===== src/common/ltip_pkg.sv =====
// Constants and carrier types for the line transmit input port.
// Assumes a 100 MHz sys_clk, synchronous active-high srst, AXI4-Lite registers.
package ltip_pkg;

	// Register map, byte addresses
	localparam int          ADDR_W          = 8;
	localparam logic [7:0]  REG_CTRL        = 8'h00;
	localparam logic [7:0]  REG_STATUS      = 8'h04;
	localparam logic [7:0]  REG_OVERRUN     = 8'h08;
	localparam logic [31:0] CTRL_RESET      = 32'h0000_0000;
	localparam logic [31:0] READ_ZERO       = 32'h0000_0000;

	// Control fields
	localparam int CTRL_EDGE_RISE   = 0;
	localparam int CTRL_SINGLE_RAIL = 1;
	localparam int CTRL_HOST_MODE   = 2;
	localparam int CTRL_USED_W      = 3;

	// Status fields
	localparam int STAT_TX_ON      = 0;
	localparam int STAT_HOST_MODE  = 1;
	localparam int STAT_EDGE_RISE  = 2;
	localparam int STAT_LEVEL_LSB  = 4;

	// AXI responses
	localparam logic [1:0] RESP_OKAY   = 2'h0;
	localparam logic [1:0] RESP_SLVERR = 2'h2;

	// Pin synchroniser layout
	localparam int SYNC_STAGES = 3;
	localparam int NUM_PINS    = 5;
	localparam int PIN_CLK     = 0;
	localparam int PIN_POS     = 1;
	localparam int PIN_NEG     = 2;
	localparam int PIN_SEL     = 3;
	localparam int PIN_ON      = 4;

	// Sample buffer
	localparam int FIFO_WIDTH = 2;
	localparam int FIFO_DEPTH = 8;
	localparam int LEVEL_W    = 4;
	localparam int OVR_W      = 16;
	localparam int SAMPLE_POS = 1;
	localparam int SAMPLE_NEG = 0;

	typedef struct packed {
		logic              awvalid;
		logic [ADDR_W-1:0] awaddr;
		logic              wvalid;
		logic [31:0]       wdata;
		logic [3:0]        wstrb;
		logic              bready;
		logic              arvalid;
		logic [ADDR_W-1:0] araddr;
		logic              rready;
	} ltip_axi_req_t;

	typedef struct packed {
		logic        awready;
		logic        wready;
		logic        bvalid;
		logic [1:0]  bresp;
		logic        arready;
		logic        rvalid;
		logic [31:0] rdata;
		logic [1:0]  rresp;
	} ltip_axi_rsp_t;

	typedef struct packed {
		logic a;
		logic b;
		logic oe_n;
	} ltip_line_t;

endpackage : ltip_pkg


===== src/logic/ltip_fifo.sv =====
// Sample buffer between the rail sampler and the line driver.
// Assumes both sides run on sys_clk; pushes and pops may share a cycle.
`timescale 1ns/1ps
module ltip_fifo #(
	parameter int WIDTH = 2,
	parameter int DEPTH = 8
) (
	// Clock and reset
	input  wire logic             sys_clk,
	input  wire logic             srst,
	// Filling side
	input  wire logic             in_valid,
	input  wire logic [WIDTH-1:0] in_data,
	output logic                  in_ready,
	// Draining side
	output logic                  out_valid,
	output logic [WIDTH-1:0]      out_data,
	input  wire logic             out_ready,
	// Fill level
	output logic [$clog2(DEPTH):0] level
);
	import ltip_pkg::*;

	localparam int PW = $clog2(DEPTH);

	typedef struct packed {
		logic [DEPTH-1:0][WIDTH-1:0] mem;
		logic [PW-1:0]               wr;
		logic [PW-1:0]               rd;
		logic [PW:0]                 cnt;
	} ltip_fifo_state_t;

	ltip_fifo_state_t st;
	ltip_fifo_state_t next_st;
	logic             do_push;
	logic             do_pop;

	assign in_ready  = (st.cnt != DEPTH[PW:0]);
	assign out_valid = (st.cnt != '0);
	assign out_data  = st.mem[st.rd];
	assign level     = st.cnt;
	assign do_push   = in_valid && in_ready;
	assign do_pop    = out_valid && out_ready;

	always_comb begin
		next_st = st;
		if (do_push) begin
			next_st.mem[st.wr] = in_data;
			next_st.wr         = (st.wr == PW'(DEPTH - 1)) ? '0 : st.wr + 1'b1;
		end
		if (do_pop) begin
			next_st.rd = (st.rd == PW'(DEPTH - 1)) ? '0 : st.rd + 1'b1;
		end
		case ({do_push, do_pop})
			2'b10:   next_st.cnt = st.cnt + 1'b1;
			2'b01:   next_st.cnt = st.cnt - 1'b1;
			default: next_st.cnt = st.cnt;
		endcase
	end

	always_ff @(posedge sys_clk) begin
		if (srst) begin
			st <= '0;
		end else begin
			st <= next_st;
		end
	end

endmodule : ltip_fifo


===== src/logic/ltip_main.sv =====
// Transmit input port: samples rail data on the chosen link clock edge,
// buffers it and drives a bipolar, tri-statable line pair.
// Assumes the link clock and rails are asynchronous pins, far slower than sys_clk.
`timescale 1ns/1ps
module ltip_main (
	// Clock and reset
	input  wire logic                   sys_clk,
	input  wire logic                   srst,
	// Register bus
	input  wire ltip_pkg::ltip_axi_req_t axi_req,
	output ltip_pkg::ltip_axi_rsp_t      axi_rsp,
	// Link pins
	input  wire logic                   transmit_clock_input,
	input  wire logic                   positive_rail_input,
	input  wire logic                   negative_rail_input,
	input  wire logic                   transmit_edge_select,
	input  wire logic                   transmitter_on_input,
	// Line pair
	output ltip_pkg::ltip_line_t         line_out,
	// Serial interface clock in host mode
	output logic                        serial_clock_out
);
	import ltip_pkg::*;

	typedef struct packed {
		logic [NUM_PINS-1:0][SYNC_STAGES-1:0] sync;
		logic [NUM_PINS-1:0]                  filt;
		logic                                 clk_prev;
		logic [31:0]                          ctrl;
		logic [OVR_W-1:0]                     overrun;
		logic                                 ami_neg;
		logic                                 push_valid;
		logic [FIFO_WIDTH-1:0]                push_data;
		ltip_line_t                           line;
		logic                                 sclk;
		logic                                 aw_held;
		logic [ADDR_W-1:0]                    aw_addr;
		logic                                 w_held;
		logic [31:0]                          wdata;
		logic [3:0]                           wstrb;
		ltip_axi_rsp_t                        rsp;
	} ltip_main_state_t;

	ltip_main_state_t          st;
	ltip_main_state_t          next_st;
	logic                      fifo_in_ready;
	logic                      fifo_out_valid;
	logic [FIFO_WIDTH-1:0]     fifo_out_data;
	logic                      fifo_out_ready;
	logic [$clog2(FIFO_DEPTH):0] fifo_level;
	logic                      host_mode;
	logic                      edge_rise;
	logic                      clk_rise;
	logic                      clk_fall;
	logic                      sample_edge;
	logic                      return_edge;
	logic                      tx_on;

	function automatic logic addr_is(input logic [ADDR_W-1:0] addr, input logic [7:0] reg_addr);
		addr_is = (addr == reg_addr);
	endfunction : addr_is

	function automatic logic addr_mapped(input logic [ADDR_W-1:0] addr);
		addr_mapped = addr_is(addr, REG_CTRL) || addr_is(addr, REG_STATUS)
			|| addr_is(addr, REG_OVERRUN);
	endfunction : addr_mapped

	assign host_mode   = st.ctrl[CTRL_HOST_MODE];
	// Pin picks the edge in hardware mode, register bit in host mode
	assign edge_rise   = host_mode ? st.ctrl[CTRL_EDGE_RISE] : st.filt[PIN_SEL];
	assign clk_rise    = st.filt[PIN_CLK] && !st.clk_prev;
	assign clk_fall    = !st.filt[PIN_CLK] && st.clk_prev;
	assign sample_edge = edge_rise ? clk_rise : clk_fall;
	assign return_edge = edge_rise ? clk_fall : clk_rise;
	// Pin alone gates the driver, whatever the control mode
	assign tx_on       = st.filt[PIN_ON];

	// Line stage pops one sample per selected edge while transmitting
	assign fifo_out_ready = sample_edge && tx_on;

	ltip_fifo #(
		.WIDTH (FIFO_WIDTH),
		.DEPTH (FIFO_DEPTH)
	) u_fifo (
		.sys_clk   (sys_clk),
		.srst      (srst),
		.in_valid  (st.push_valid),
		.in_data   (st.push_data),
		.in_ready  (fifo_in_ready),
		.out_valid (fifo_out_valid),
		.out_data  (fifo_out_data),
		.out_ready (fifo_out_ready),
		.level     (fifo_level)
	);

	always_comb begin
		logic [ADDR_W-1:0] rd_addr;
		logic [31:0]       rd_data;
		logic              wr_go;
		next_st = st;
		rd_addr = axi_req.araddr;
		rd_data = READ_ZERO;
		wr_go   = 1'b0;

		// Three-stage synchronisers; filtered level moves when stages two and three agree
		for (int p = 0; p < NUM_PINS; p++) begin
			next_st.sync[p] = {st.sync[p][SYNC_STAGES-2:0], 1'b0};
			if (st.sync[p][SYNC_STAGES-1] == st.sync[p][SYNC_STAGES-2]) begin
				next_st.filt[p] = st.sync[p][SYNC_STAGES-1];
			end
		end
		next_st.sync[PIN_CLK][0] = transmit_clock_input;
		next_st.sync[PIN_POS][0] = positive_rail_input;
		next_st.sync[PIN_NEG][0] = negative_rail_input;
		next_st.sync[PIN_SEL][0] = transmit_edge_select;
		next_st.sync[PIN_ON][0]  = transmitter_on_input;
		next_st.clk_prev         = st.filt[PIN_CLK];

		// Edge select pin doubles as serial clock in host mode
		next_st.sclk = host_mode ? st.filt[PIN_SEL] : 1'b0;

		// Rail capture on the selected edge
		next_st.push_valid = sample_edge;
		if (sample_edge) begin
			next_st.push_data[SAMPLE_POS] = st.filt[PIN_POS];
			// Negative rail only counts in dual-rail mode
			next_st.push_data[SAMPLE_NEG] = st.ctrl[CTRL_SINGLE_RAIL]
				? 1'b0 : st.filt[PIN_NEG];
		end
		if (st.push_valid && !fifo_in_ready) begin
			next_st.overrun = (st.overrun == '1) ? st.overrun : st.overrun + 1'b1;
		end

		// Line driver
		if (!tx_on) begin
			next_st.line.a    = 1'b0;
			next_st.line.b    = 1'b0;
			next_st.line.oe_n = 1'b1;
		end else begin
			next_st.line.oe_n = 1'b0;
			if (fifo_out_ready && fifo_out_valid) begin
				if (st.ctrl[CTRL_SINGLE_RAIL]) begin
					// Single rail: marks alternate polarity
					next_st.line.a = fifo_out_data[SAMPLE_POS] && !st.ami_neg;
					next_st.line.b = fifo_out_data[SAMPLE_POS] && st.ami_neg;
					if (fifo_out_data[SAMPLE_POS]) begin
						next_st.ami_neg = !st.ami_neg;
					end
				end else begin
					// Opposite rails give opposite pulses; both or neither give none
					next_st.line.a = fifo_out_data[SAMPLE_POS]
						&& !fifo_out_data[SAMPLE_NEG];
					next_st.line.b = fifo_out_data[SAMPLE_NEG]
						&& !fifo_out_data[SAMPLE_POS];
				end
			end else if (return_edge) begin
				next_st.line.a = 1'b0;
				next_st.line.b = 1'b0;
			end
		end

		// Write address and data, taken in either order
		if (axi_req.awvalid && st.rsp.awready) begin
			next_st.aw_held = 1'b1;
			next_st.aw_addr = axi_req.awaddr;
		end
		if (axi_req.wvalid && st.rsp.wready) begin
			next_st.w_held = 1'b1;
			next_st.wdata  = axi_req.wdata;
			next_st.wstrb  = axi_req.wstrb;
		end
		if (st.rsp.bvalid && axi_req.bready) begin
			next_st.rsp.bvalid = 1'b0;
		end
		wr_go = st.aw_held && st.w_held && !st.rsp.bvalid;
		if (wr_go) begin
			next_st.aw_held    = 1'b0;
			next_st.w_held     = 1'b0;
			next_st.rsp.bvalid = 1'b1;
			next_st.rsp.bresp  = RESP_OKAY;
			if (addr_is(st.aw_addr, REG_CTRL)) begin
				for (int b = 0; b < 4; b++) begin
					if (st.wstrb[b]) begin
						next_st.ctrl[b*8 +: 8] = st.wdata[b*8 +: 8];
					end
				end
				next_st.ctrl[31:CTRL_USED_W] = '0;
			end else if (addr_is(st.aw_addr, REG_OVERRUN)) begin
				// Any write clears; a drop in the same cycle still counts
				next_st.overrun = (st.push_valid && !fifo_in_ready) ? OVR_W'(1) : '0;
			end else begin
				next_st.rsp.bresp = RESP_SLVERR;
			end
		end
		next_st.rsp.awready = !next_st.aw_held && !next_st.rsp.bvalid;
		next_st.rsp.wready  = !next_st.w_held && !next_st.rsp.bvalid;

		// Read channel
		if (st.rsp.rvalid && axi_req.rready) begin
			next_st.rsp.rvalid = 1'b0;
		end
		if (axi_req.arvalid && st.rsp.arready) begin
			if (addr_is(rd_addr, REG_CTRL)) begin
				rd_data = st.ctrl;
			end else if (addr_is(rd_addr, REG_STATUS)) begin
				rd_data[STAT_TX_ON]     = tx_on;
				rd_data[STAT_HOST_MODE] = host_mode;
				rd_data[STAT_EDGE_RISE] = edge_rise;
				rd_data[STAT_LEVEL_LSB +: LEVEL_W] = fifo_level;
			end else if (addr_is(rd_addr, REG_OVERRUN)) begin
				rd_data[OVR_W-1:0] = st.overrun;
			end
			next_st.rsp.rvalid = 1'b1;
			next_st.rsp.rdata  = rd_data;
			next_st.rsp.rresp  = addr_mapped(rd_addr) ? RESP_OKAY : RESP_SLVERR;
		end
		next_st.rsp.arready = !next_st.rsp.rvalid;
	end

	always_ff @(posedge sys_clk) begin
		if (srst) begin
			// Undriven enable pin treated as off until sampled high
			st      <= '0;
			st.ctrl <= CTRL_RESET;
			st.line <= '{a: 1'b0, b: 1'b0, oe_n: 1'b1};
		end else begin
			st <= next_st;
		end
	end

	assign axi_rsp          = st.rsp;
	assign line_out         = st.line;
	assign serial_clock_out = st.sclk;

endmodule : ltip_main


===== config.mk =====
export PLATFORM = sky130hd
export DESIGN_NAME = ltip_main
export DESIGN_NICKNAME = d
export VERILOG_FILES = /design/src/common/ltip_pkg.sv /design/src/logic/ltip_fifo.sv /design/src/logic/ltip_main.sv
export SDC_FILE = /design/constraint.sdc
export NUM_CORES = 1
export LEC_CHECK = 0
export BUFFER_PORTS_ARGS = -buffer_cell sky130_fd_sc_hd__buf_2
export CORE_ASPECT_RATIO = 0.5
export CORE_MARGIN = 3
export CORE_UTILIZATION = 56
export CTS_BUF_LIST = sky130_fd_sc_hd__clkbuf_4
export DETAILED_ROUTE_END_ITERATION = 6
export MAX_ROUTING_LAYER = met4
export PLACE_DENSITY = 0.82
export SLEW_MARGIN = 25
export SYNTH_ARGS = -nofsm -noshare
export SYNTH_HDL_FRONTEND = slang
export SYNTH_SLANG_ARGS = --single-unit
export TNS_END_PERCENT = 5

===== constraint.sdc =====
create_clock -name sys_clk -period 3.66 [get_ports sys_clk]
set_input_delay 1.098 -clock sys_clk [delete_from_list [all_inputs] [get_ports sys_clk]]
set_output_delay 1.098 -clock sys_clk [all_outputs]
set_load 0.1 [all_outputs]

==> metrics, run 1 <==
I/O pin count ~110; area of the core region 8370 sq um; number of diodes added for antenna fixing 0; final critical-path share of the clock period 85.8%; Worst slew margin 42.1%; first-pass GRT wire length 16.7 mm; post-detailed-placement half-perimeter wirelength around 7.3 mm; global router's overall resource usage 20.6%; later-pin clock latency in the skew report 0.46 ns; share of power burned in combinational logic 10.3%; power share of the sequential group 62.0%; cts bufs inserted 9; leading register cell type out of synthesis sky130_fd_sc_hd__dfxtp_1; number of cells in the design after placement 691; per-instance average area after synthesis just under 9 sq um; setup violation total in the final timing report 0; P_int approximately 1400 uW; max_cap viols 0; clock tree from TritonCTS done; signed area change from the synthesized netlist to the final layout 4.23%; Initial DRC Count 279; number of antenna violations at the first check in global routing 0; count of final hold-check violations 0; post-synth top area cell sky130_fd_sc_hd__dfxtp_1; worst path arrival time 3.54 ns; Seq/Total Area, Yosys 43.9%; Resize count post-CTS 0; post-layout minimum cycle time 3.14 ns; Die Width 140 microns; count of cell types in the netlist 48; Slowest Stage Delay on Critical Path 0.52 ns; proportion of netlist area held by the largest area contributor 43.9%; slowest library cell on the worst path sky130_fd_sc_hd__mux2i_1; cells traversed along the worst timing path mux2i_1, mux2_2, nor2_1, ha_1, xor2_1, ha_1, a21oi_1, xor2_1, or3_1, a21oi_1; netlist area before placement 5060 sq um; Max FO, Critical Path 10; required time worst endpoint 4.06 ns; leakage power summed over all cells around 0.002 uW; max-slew violation total from the final report 0; maximum clock path buffer count 2; proportion of layout cells with a drive suffix above 1 between 10% and 20%; share of the core filled with cells in the final layout 63.0%; number of buffers added on ports 58; Tightest Pin Transition ~0.86 ns; clock network power share between 20% and 30%; Worst Hold Class flop to flop; Post-Route Setup TNS 0 ns; Via density 5.71; outcome finished, final reports clean; Post-synth EDFFs 0; clock net sink count 111; worst setup skew after layout around 0.013 ns; DRC violations left 0; Yosys Warn Count 0; count of nets after finishing 662; Achievable Freq 319 MHz; H-tree Lvls 3; Die Footprint about 10000 sq um; overall via count from detail_route 4040; Chip Height 73.2 microns; post-synthesis register bit count 111; CP Launch Type flop; type of destination of the critical path flop; Placer Congestion slightly above 0.8; async set-reset flop share out of synthesis 0%; unrepaired setup endpoints after global routing false; Routed Wire Length roughly 10 mm; clock root buffer sky130_fd_sc_hd__clkbuf_4; critical path class flop to flop; synth top area cells sky130_fd_sc_hd__dfxtp_1, sky130_fd_sc_hd__buf_4, sky130_fd_sc_hd__a21oi_1, sky130_fd_sc_hd__mux2i_1, sky130_fd_sc_hd__nand2_1; Initial DRT Pass Iterations 5; Mapped Cells between 500 and 600; count of fill cells added during filler insertion 752; net switching power ~600 uW; switching fraction of total power 29.4%; IR Drop Worst-Case VDD 227 uV; maximum number of pins on one net before global-route repair 60; clock slew at reported path FFs 0.17 ns; Post-CTS Hold Fix Bufs 0; number of antenna-violating nets in the routed design 0; Finished Layout Cells 707; setup bufs post-CTS 0; average wire per standard cell 14.2 microns; pwr/cell area 380 nW/um^2; starting utilization of the core area 60.4%; total gr overflow 0; Placement Rows 23; via count of the first global-routing pass between 3000 and 4000
==> sequential cells by signal, indices dropped and copies added, names as in the netlist <==
| signal | flops |
|---|---|
| line_out | 3 |
| serial_clock_out | 1 |
| host_mode | 1 |
| u_fifo.level | 4 |
| axi_rsp | 23 |
| st | 46 |
| u_fifo.st | 22 |
| next_st | 11 |
==> metal layers <==
| layer | track usage (%) | part of all wire [%] |
|---|---|---|
| met1 | 27.2 | 49 |
| met2 | 32.2 | 44 |
| met3 | 4.97 | 6.5 |
| met4 | 5.16 | 0.91 |
| met5 | - | 0 |
==> area by class of cell <==
type,count,area [sq um],share of cell area [%]
clock buffers,9,67.6,1.28
clock inverters,7,53.8,1.02
inverters,5,18.8,0.356
multi-input cells,401,2450,46.5
flip-flops and latches,111,2220,42.1
well taps,112,140,2.66
repair buffers,62,320,6.07
==> cell usage after synthesis, drive strengths merged (4+ instances only) <==
master and count:
nor4 5, a31oi 4, nor2 47, nand2 52, clkbuf 22, mux2 5, dfxtp 111, a22o 4
ha 8, a22oi 10, nand3 24, nor3 13, o31ai 10, or4 10, a21oi 52, nor2b 28
o21ai 15, inv 5, nand4 12, buf 48, mux2i 25, and4b 4, and2 5, or3 7
nand2b 5
==> placed cells by master, fill, tap and decap left out, types with 5 or more instances in the layout <==
cell type / n
sky130_fd_sc_hd__mux2i_1: 25
sky130_fd_sc_hd__nand3_1: 24
sky130_fd_sc_hd__or4_1: 10
sky130_fd_sc_hd__conb_1: 18
sky130_fd_sc_hd__a21oi_1: 52
sky130_fd_sc_hd__ha_1: 8
sky130_fd_sc_hd__mux2_2: 5
sky130_fd_sc_hd__clkbuf_4: 9
sky130_fd_sc_hd__nor2b_1: 28
sky130_fd_sc_hd__dfxtp_1: 111
sky130_fd_sc_hd__nor2_1: 47
sky130_fd_sc_hd__buf_2: 58
sky130_fd_sc_hd__or3_1: 7
sky130_fd_sc_hd__inv_1: 5
sky130_fd_sc_hd__nand2_1: 52
sky130_fd_sc_hd__a22oi_1: 10
sky130_fd_sc_hd__nand2b_1: 5
sky130_fd_sc_hd__o31ai_1: 10
sky130_fd_sc_hd__nor3_1: 13
sky130_fd_sc_hd__nand4_1: 12
sky130_fd_sc_hd__o21ai_0: 15
sky130_fd_sc_hd__and2_1: 5
==> power by group through the flow <==
stage               sequential [uW]  combinational (uW)  clock [uW]
global placement               1270                 203           0
CTS                            1240                 206         569
detailed placement             1270                 206           0
floorplan                      1260                 193           0
global route                   1240                 219         610
finish                         1240                 206         555
==> stage by stage <==
step           total power (uW)  hold slack [ns]  area, sq um  worst slack, ns
5_1_grt                    2070            0.464         5270            0.301
3_3_place_gp               1470            0.419         5140            0.707
4_1_cts                    2020            0.460         5270            0.568
3_5_place_dp               1470            0.427         5150            0.618
6_report                   2000            0.457         5270            0.521
2_1_floorplan              1460            0.414         5120             1.02
==> worst max-delay path, delay by kind of cell (launching register included) <==
family / cells / cell delay, ns
mux: 2 / 1.01
simple gates: 2 / 0.61
flops: 1 / 0.48
fa+ha+maj: 2 / 0.48
xor+xnor: 2 / 0.33
compound gates: 2 / 0.17
==> cells by family after synthesis <==
kind of cell    share of synthesized area (%)
compound gates                           12.6
xor+xnor                                0.693
fa+ha+maj                                1.98
buf+inv                                  9.03
flops                                    43.9
mux                                      7.40
other cells                            0.0741
simple gates                             24.3
==> path summary, 6_finish.rpt <==
path | startpoint | end | slack [ns] | cells after the start
max | host_mode | u_fifo.level[2] | 0.52 | 10
min | next_st[162] | next_st[163] | 0.46 | 1
max reg2reg | host_mode | u_fifo.level[2] | 0.52 | 10
min reg2reg | next_st[162] | next_st[163] | 0.46 | 1
No activity file was read; power rests on OpenSTA's default activity.
==> run 2, diff against run 1 <==
CORE_UTILIZATION = 60   (was 56)
CTS_CLUSTER_SIZE = 16   (was default)
PLACE_DENSITY = 0.87   (was 0.82)
clock period = 3.7 ns   (was 3.66 ns; I/O delays follow)
==> run 2 against run 1 <==
Against the previous run:
- largest power group unchanged
- via count rose by 0.42%
- sequential cell count did not move
- maximum frequency fell by 2.1%
- sequential power barely moved
- combinational power barely moved
- global-route usage rose by 1.4 points
- design area rose by 0.69%
- register-to-register slack got worse by 0.03 ns
- utilization rose by 5.7 points
- die area fell by 6.3%
==> metrics, run 2 (synthesized netlist as in run 1, its figures left out) <==
clock slew at reported path FFs 0.16 ns (was 0.17 ns); Initial DRC Count 306 (was 279); worst path arrival time 3.61 ns (was 3.54 ns); origin of the worst setup path host_mode (unchanged); final critical-path share of the clock period 86.7% (was 85.8%); first-pass GRT wire length 16.8 mm (was 16.7 mm); met1 wire length 4.91 mm (was 4.88 mm); Initial DRT Pass Iterations 5 (unchanged); number of antenna-violating nets in the routed design 0 (unchanged); total power after layout 2110 uW (was 2000 uW); WP depth 10 (unchanged); Worst Hold Class flop to flop (unchanged); setup bufs post-CTS 0 (unchanged); unrepaired setup endpoints after global routing false (unchanged); flip-flop count of the largest register after layout 46 (unchanged); number of buffers added on ports 58 (unchanged); maximum number of pins on one net before global-route repair 44 (was 60); later-pin clock latency in the skew report 0.47 ns (was 0.46 ns); max_cap viols 0 (unchanged); overall via count from detail_route 4057 (was 4040); total length of routed met3 wires 612 microns (was 652 microns); detailed route wirelength on metal2 4.41 mm (about the same); Critical path buffers and inverters 0 (unchanged); Resize count post-CTS 0 (unchanged); required time worst endpoint 4.10 ns (was 4.06 ns); share of the core filled with cells in the final layout 68.6% (was 63.0%); highest routed metal layer met4 (unchanged); setup violation total in the final timing report 0 (unchanged); signed area change from the synthesized netlist to the final layout 4.95% (was 4.23%); via count of the first global-routing pass 3615 (was 3605); Post-CTS Hold Fix Bufs 0 (unchanged); type of destination of the critical path flop (unchanged); register with the most flip-flops st (unchanged); startpoint of the most critical hold path st[86] (was next_st[162]); total gr overflow 0 (unchanged); Via density 5.77 (was 5.71); critical path class flop to flop (unchanged); Die Width 136 microns (was 140 microns); cells traversed along the worst timing path mux2i_1, mux2_2, nor2_1, ha_1, xor2_1, ha_1, a21oi_1, xor2_1, or3_1, a21oi_1 (unchanged); pwr/cell area 398 nW/um^2 (was 380 nW/um^2); power share of the sequential group 58.1% (was 62.0%); number of antenna violations at the first check in global routing 0 (unchanged); number of diodes added for antenna fixing 0 (unchanged); switching fraction of total power 27.7% (was 29.4%); net switching power 585 uW (was 590 uW); Tightest Pin Transition 0.914 ns (was 0.860 ns); CP Launch Type flop (unchanged); area of the core region 7730 sq um (was 8370 sq um); clock net sink count 111 (unchanged); cts bufs inserted 9 (unchanged); count of final hold-check violations 0 (unchanged); global router's overall resource usage 21.9% (was 20.6%); startpoint of the worst-slack reg-to-reg timing path host_mode (unchanged); proportion of layout cells with a drive suffix above 1 15.3% (was 15.1%); clock tree from TritonCTS done (unchanged); Max FO, Critical Path 10 (unchanged); Slowest Stage Delay on Critical Path 0.56 ns (was 0.52 ns); slack of the critical path 0.493 ns (was 0.521 ns); Placer Congestion 0.831 (was 0.817); starting utilization of the core area 65.4% (was 60.4%); DRC violations left 0 (unchanged); H-tree Lvls 3 (unchanged); Routed Wire Length 10.0 mm (about the same); P_int 1530 uW (was 1410 uW); maximum clock path buffer count 2 (unchanged); Die Footprint 9640 sq um (was 10300 sq um); WHS Path Cells 1 (unchanged); family of cells with the greatest summed delay on the critical path multiplexers (unchanged); number of cells on the worst reg-to-reg path 10 (unchanged); Chip Height 70.9 microns (was 73.2 microns); max-slew violation total from the final report 0 (unchanged); IR Drop Worst-Case VDD 336 uV (was 227 uV); post-layout minimum cycle time 3.21 ns (was 3.14 ns); Worst slew margin 38.5% (was 42.1%); share of power burned in combinational logic 9.7% (was 10.3%); most common cell after layout, fill and taps aside sky130_fd_sc_hd__dfxtp_1 (unchanged); commonest cells after routing, fill and taps aside sky130_fd_sc_hd__dfxtp_1, sky130_fd_sc_hd__buf_2, sky130_fd_sc_hd__nand2_1, sky130_fd_sc_hd__a21oi_1, sky130_fd_sc_hd__nor2_1 (unchanged); worst setup skew after layout 0.0193 ns (was 0.0133 ns); post-detailed-placement half-perimeter wirelength 7.06 mm (was 7.29 mm); pre-CTS setup slack 0.541 ns (was 0.618 ns); leakage power summed over all cells 0.00203 uW (was 0.00201 uW); clock network power share 32.2% (was 27.7%); count of nets after finishing 662 (unchanged); Post-Route Setup TNS 0 ns (unchanged); Achievable Freq 312 MHz (was 319 MHz); I/O pin count 109 (unchanged); slowest library cell on the worst path sky130_fd_sc_hd__mux2i_1 (unchanged); reg-to-reg slack, setup 0.49 ns (was 0.52 ns); Placement Rows 22 (was 23); clock root buffer sky130_fd_sc_hd__clkbuf_4 (unchanged); outcome finished, final reports clean (unchanged); average wire per standard cell 14.2 microns (about the same)
[run 2: cell types whose count changed in the layout (fill, tap and decap cells not counted)]
cell,change
sky130_fd_sc_hd__clkinv_4,-1
sky130_fd_sc_hd__inv_8,-1
sky130_fd_sc_hd__clkinv_1,-1
sky130_fd_sc_hd__bufinv_16,+2
sky130_fd_sc_hd__clkinv_2,+1
[run 2: power groups by stage]
stage	clock (uW)	combinational, uW	sequential, uW
after floorplan	0	191	1250
after global routing	732	217	1230
final	681	204	1230
after detailed placement	0	204	1250
after CTS	683	204	1230
after global placement	0	201	1250
[run 2: layout make-up]
| type | count | area, sq um |
|---|---|---|
| clock buffer | 9 | 67.6 |
| clock inverter | 7 | 95.1 |
| fill | 639 | 2430 |
| inverter | 5 | 18.8 |
| multi-input combinational | 401 | 2450 |
| sequential | 111 | 2220 |
| tap | 108 | 135 |
| timing repair buffer | 62 | 320 |
[run 2: per-layer routing]
| metal | vias up | GRT usage (%) |
|---|---|---|
| met3 | 8 | 6.32 |
| met4 | 0 | 5.36 |
| li1 | 2015 | - |
| met2 | 121 | 33.3 |
| met1 | 1913 | 29.1 |
| met5 | - | - |
[run 2: through the flow]
stage	hold slack [ns]	instances	instance area, sq um
floorplan	0.414	587	5120
global placement	0.416	687	5140
detailed placement	0.429	687	5150
CTS	0.457	703	5310
global route	0.471	703	5310
finish	0.453	703	5310
[run 2: path summary, 6_finish.rpt]
kind	to
setup reg to reg	u_fifo.level[2]
setup / recovery	u_fifo.level[2]
hold / removal	axi_rsp[40]
hold reg to reg	axi_rsp[40]
[run 2: worst register-to-register path: cells and delay by family (launching register included)]
family          cells  cell delay (ns)
mux                 2             1.05
xor+xnor            2             0.34
simple gates        2             0.64
fa+ha+maj           2             0.49
flops               1             0.45
compound gates      2             0.18
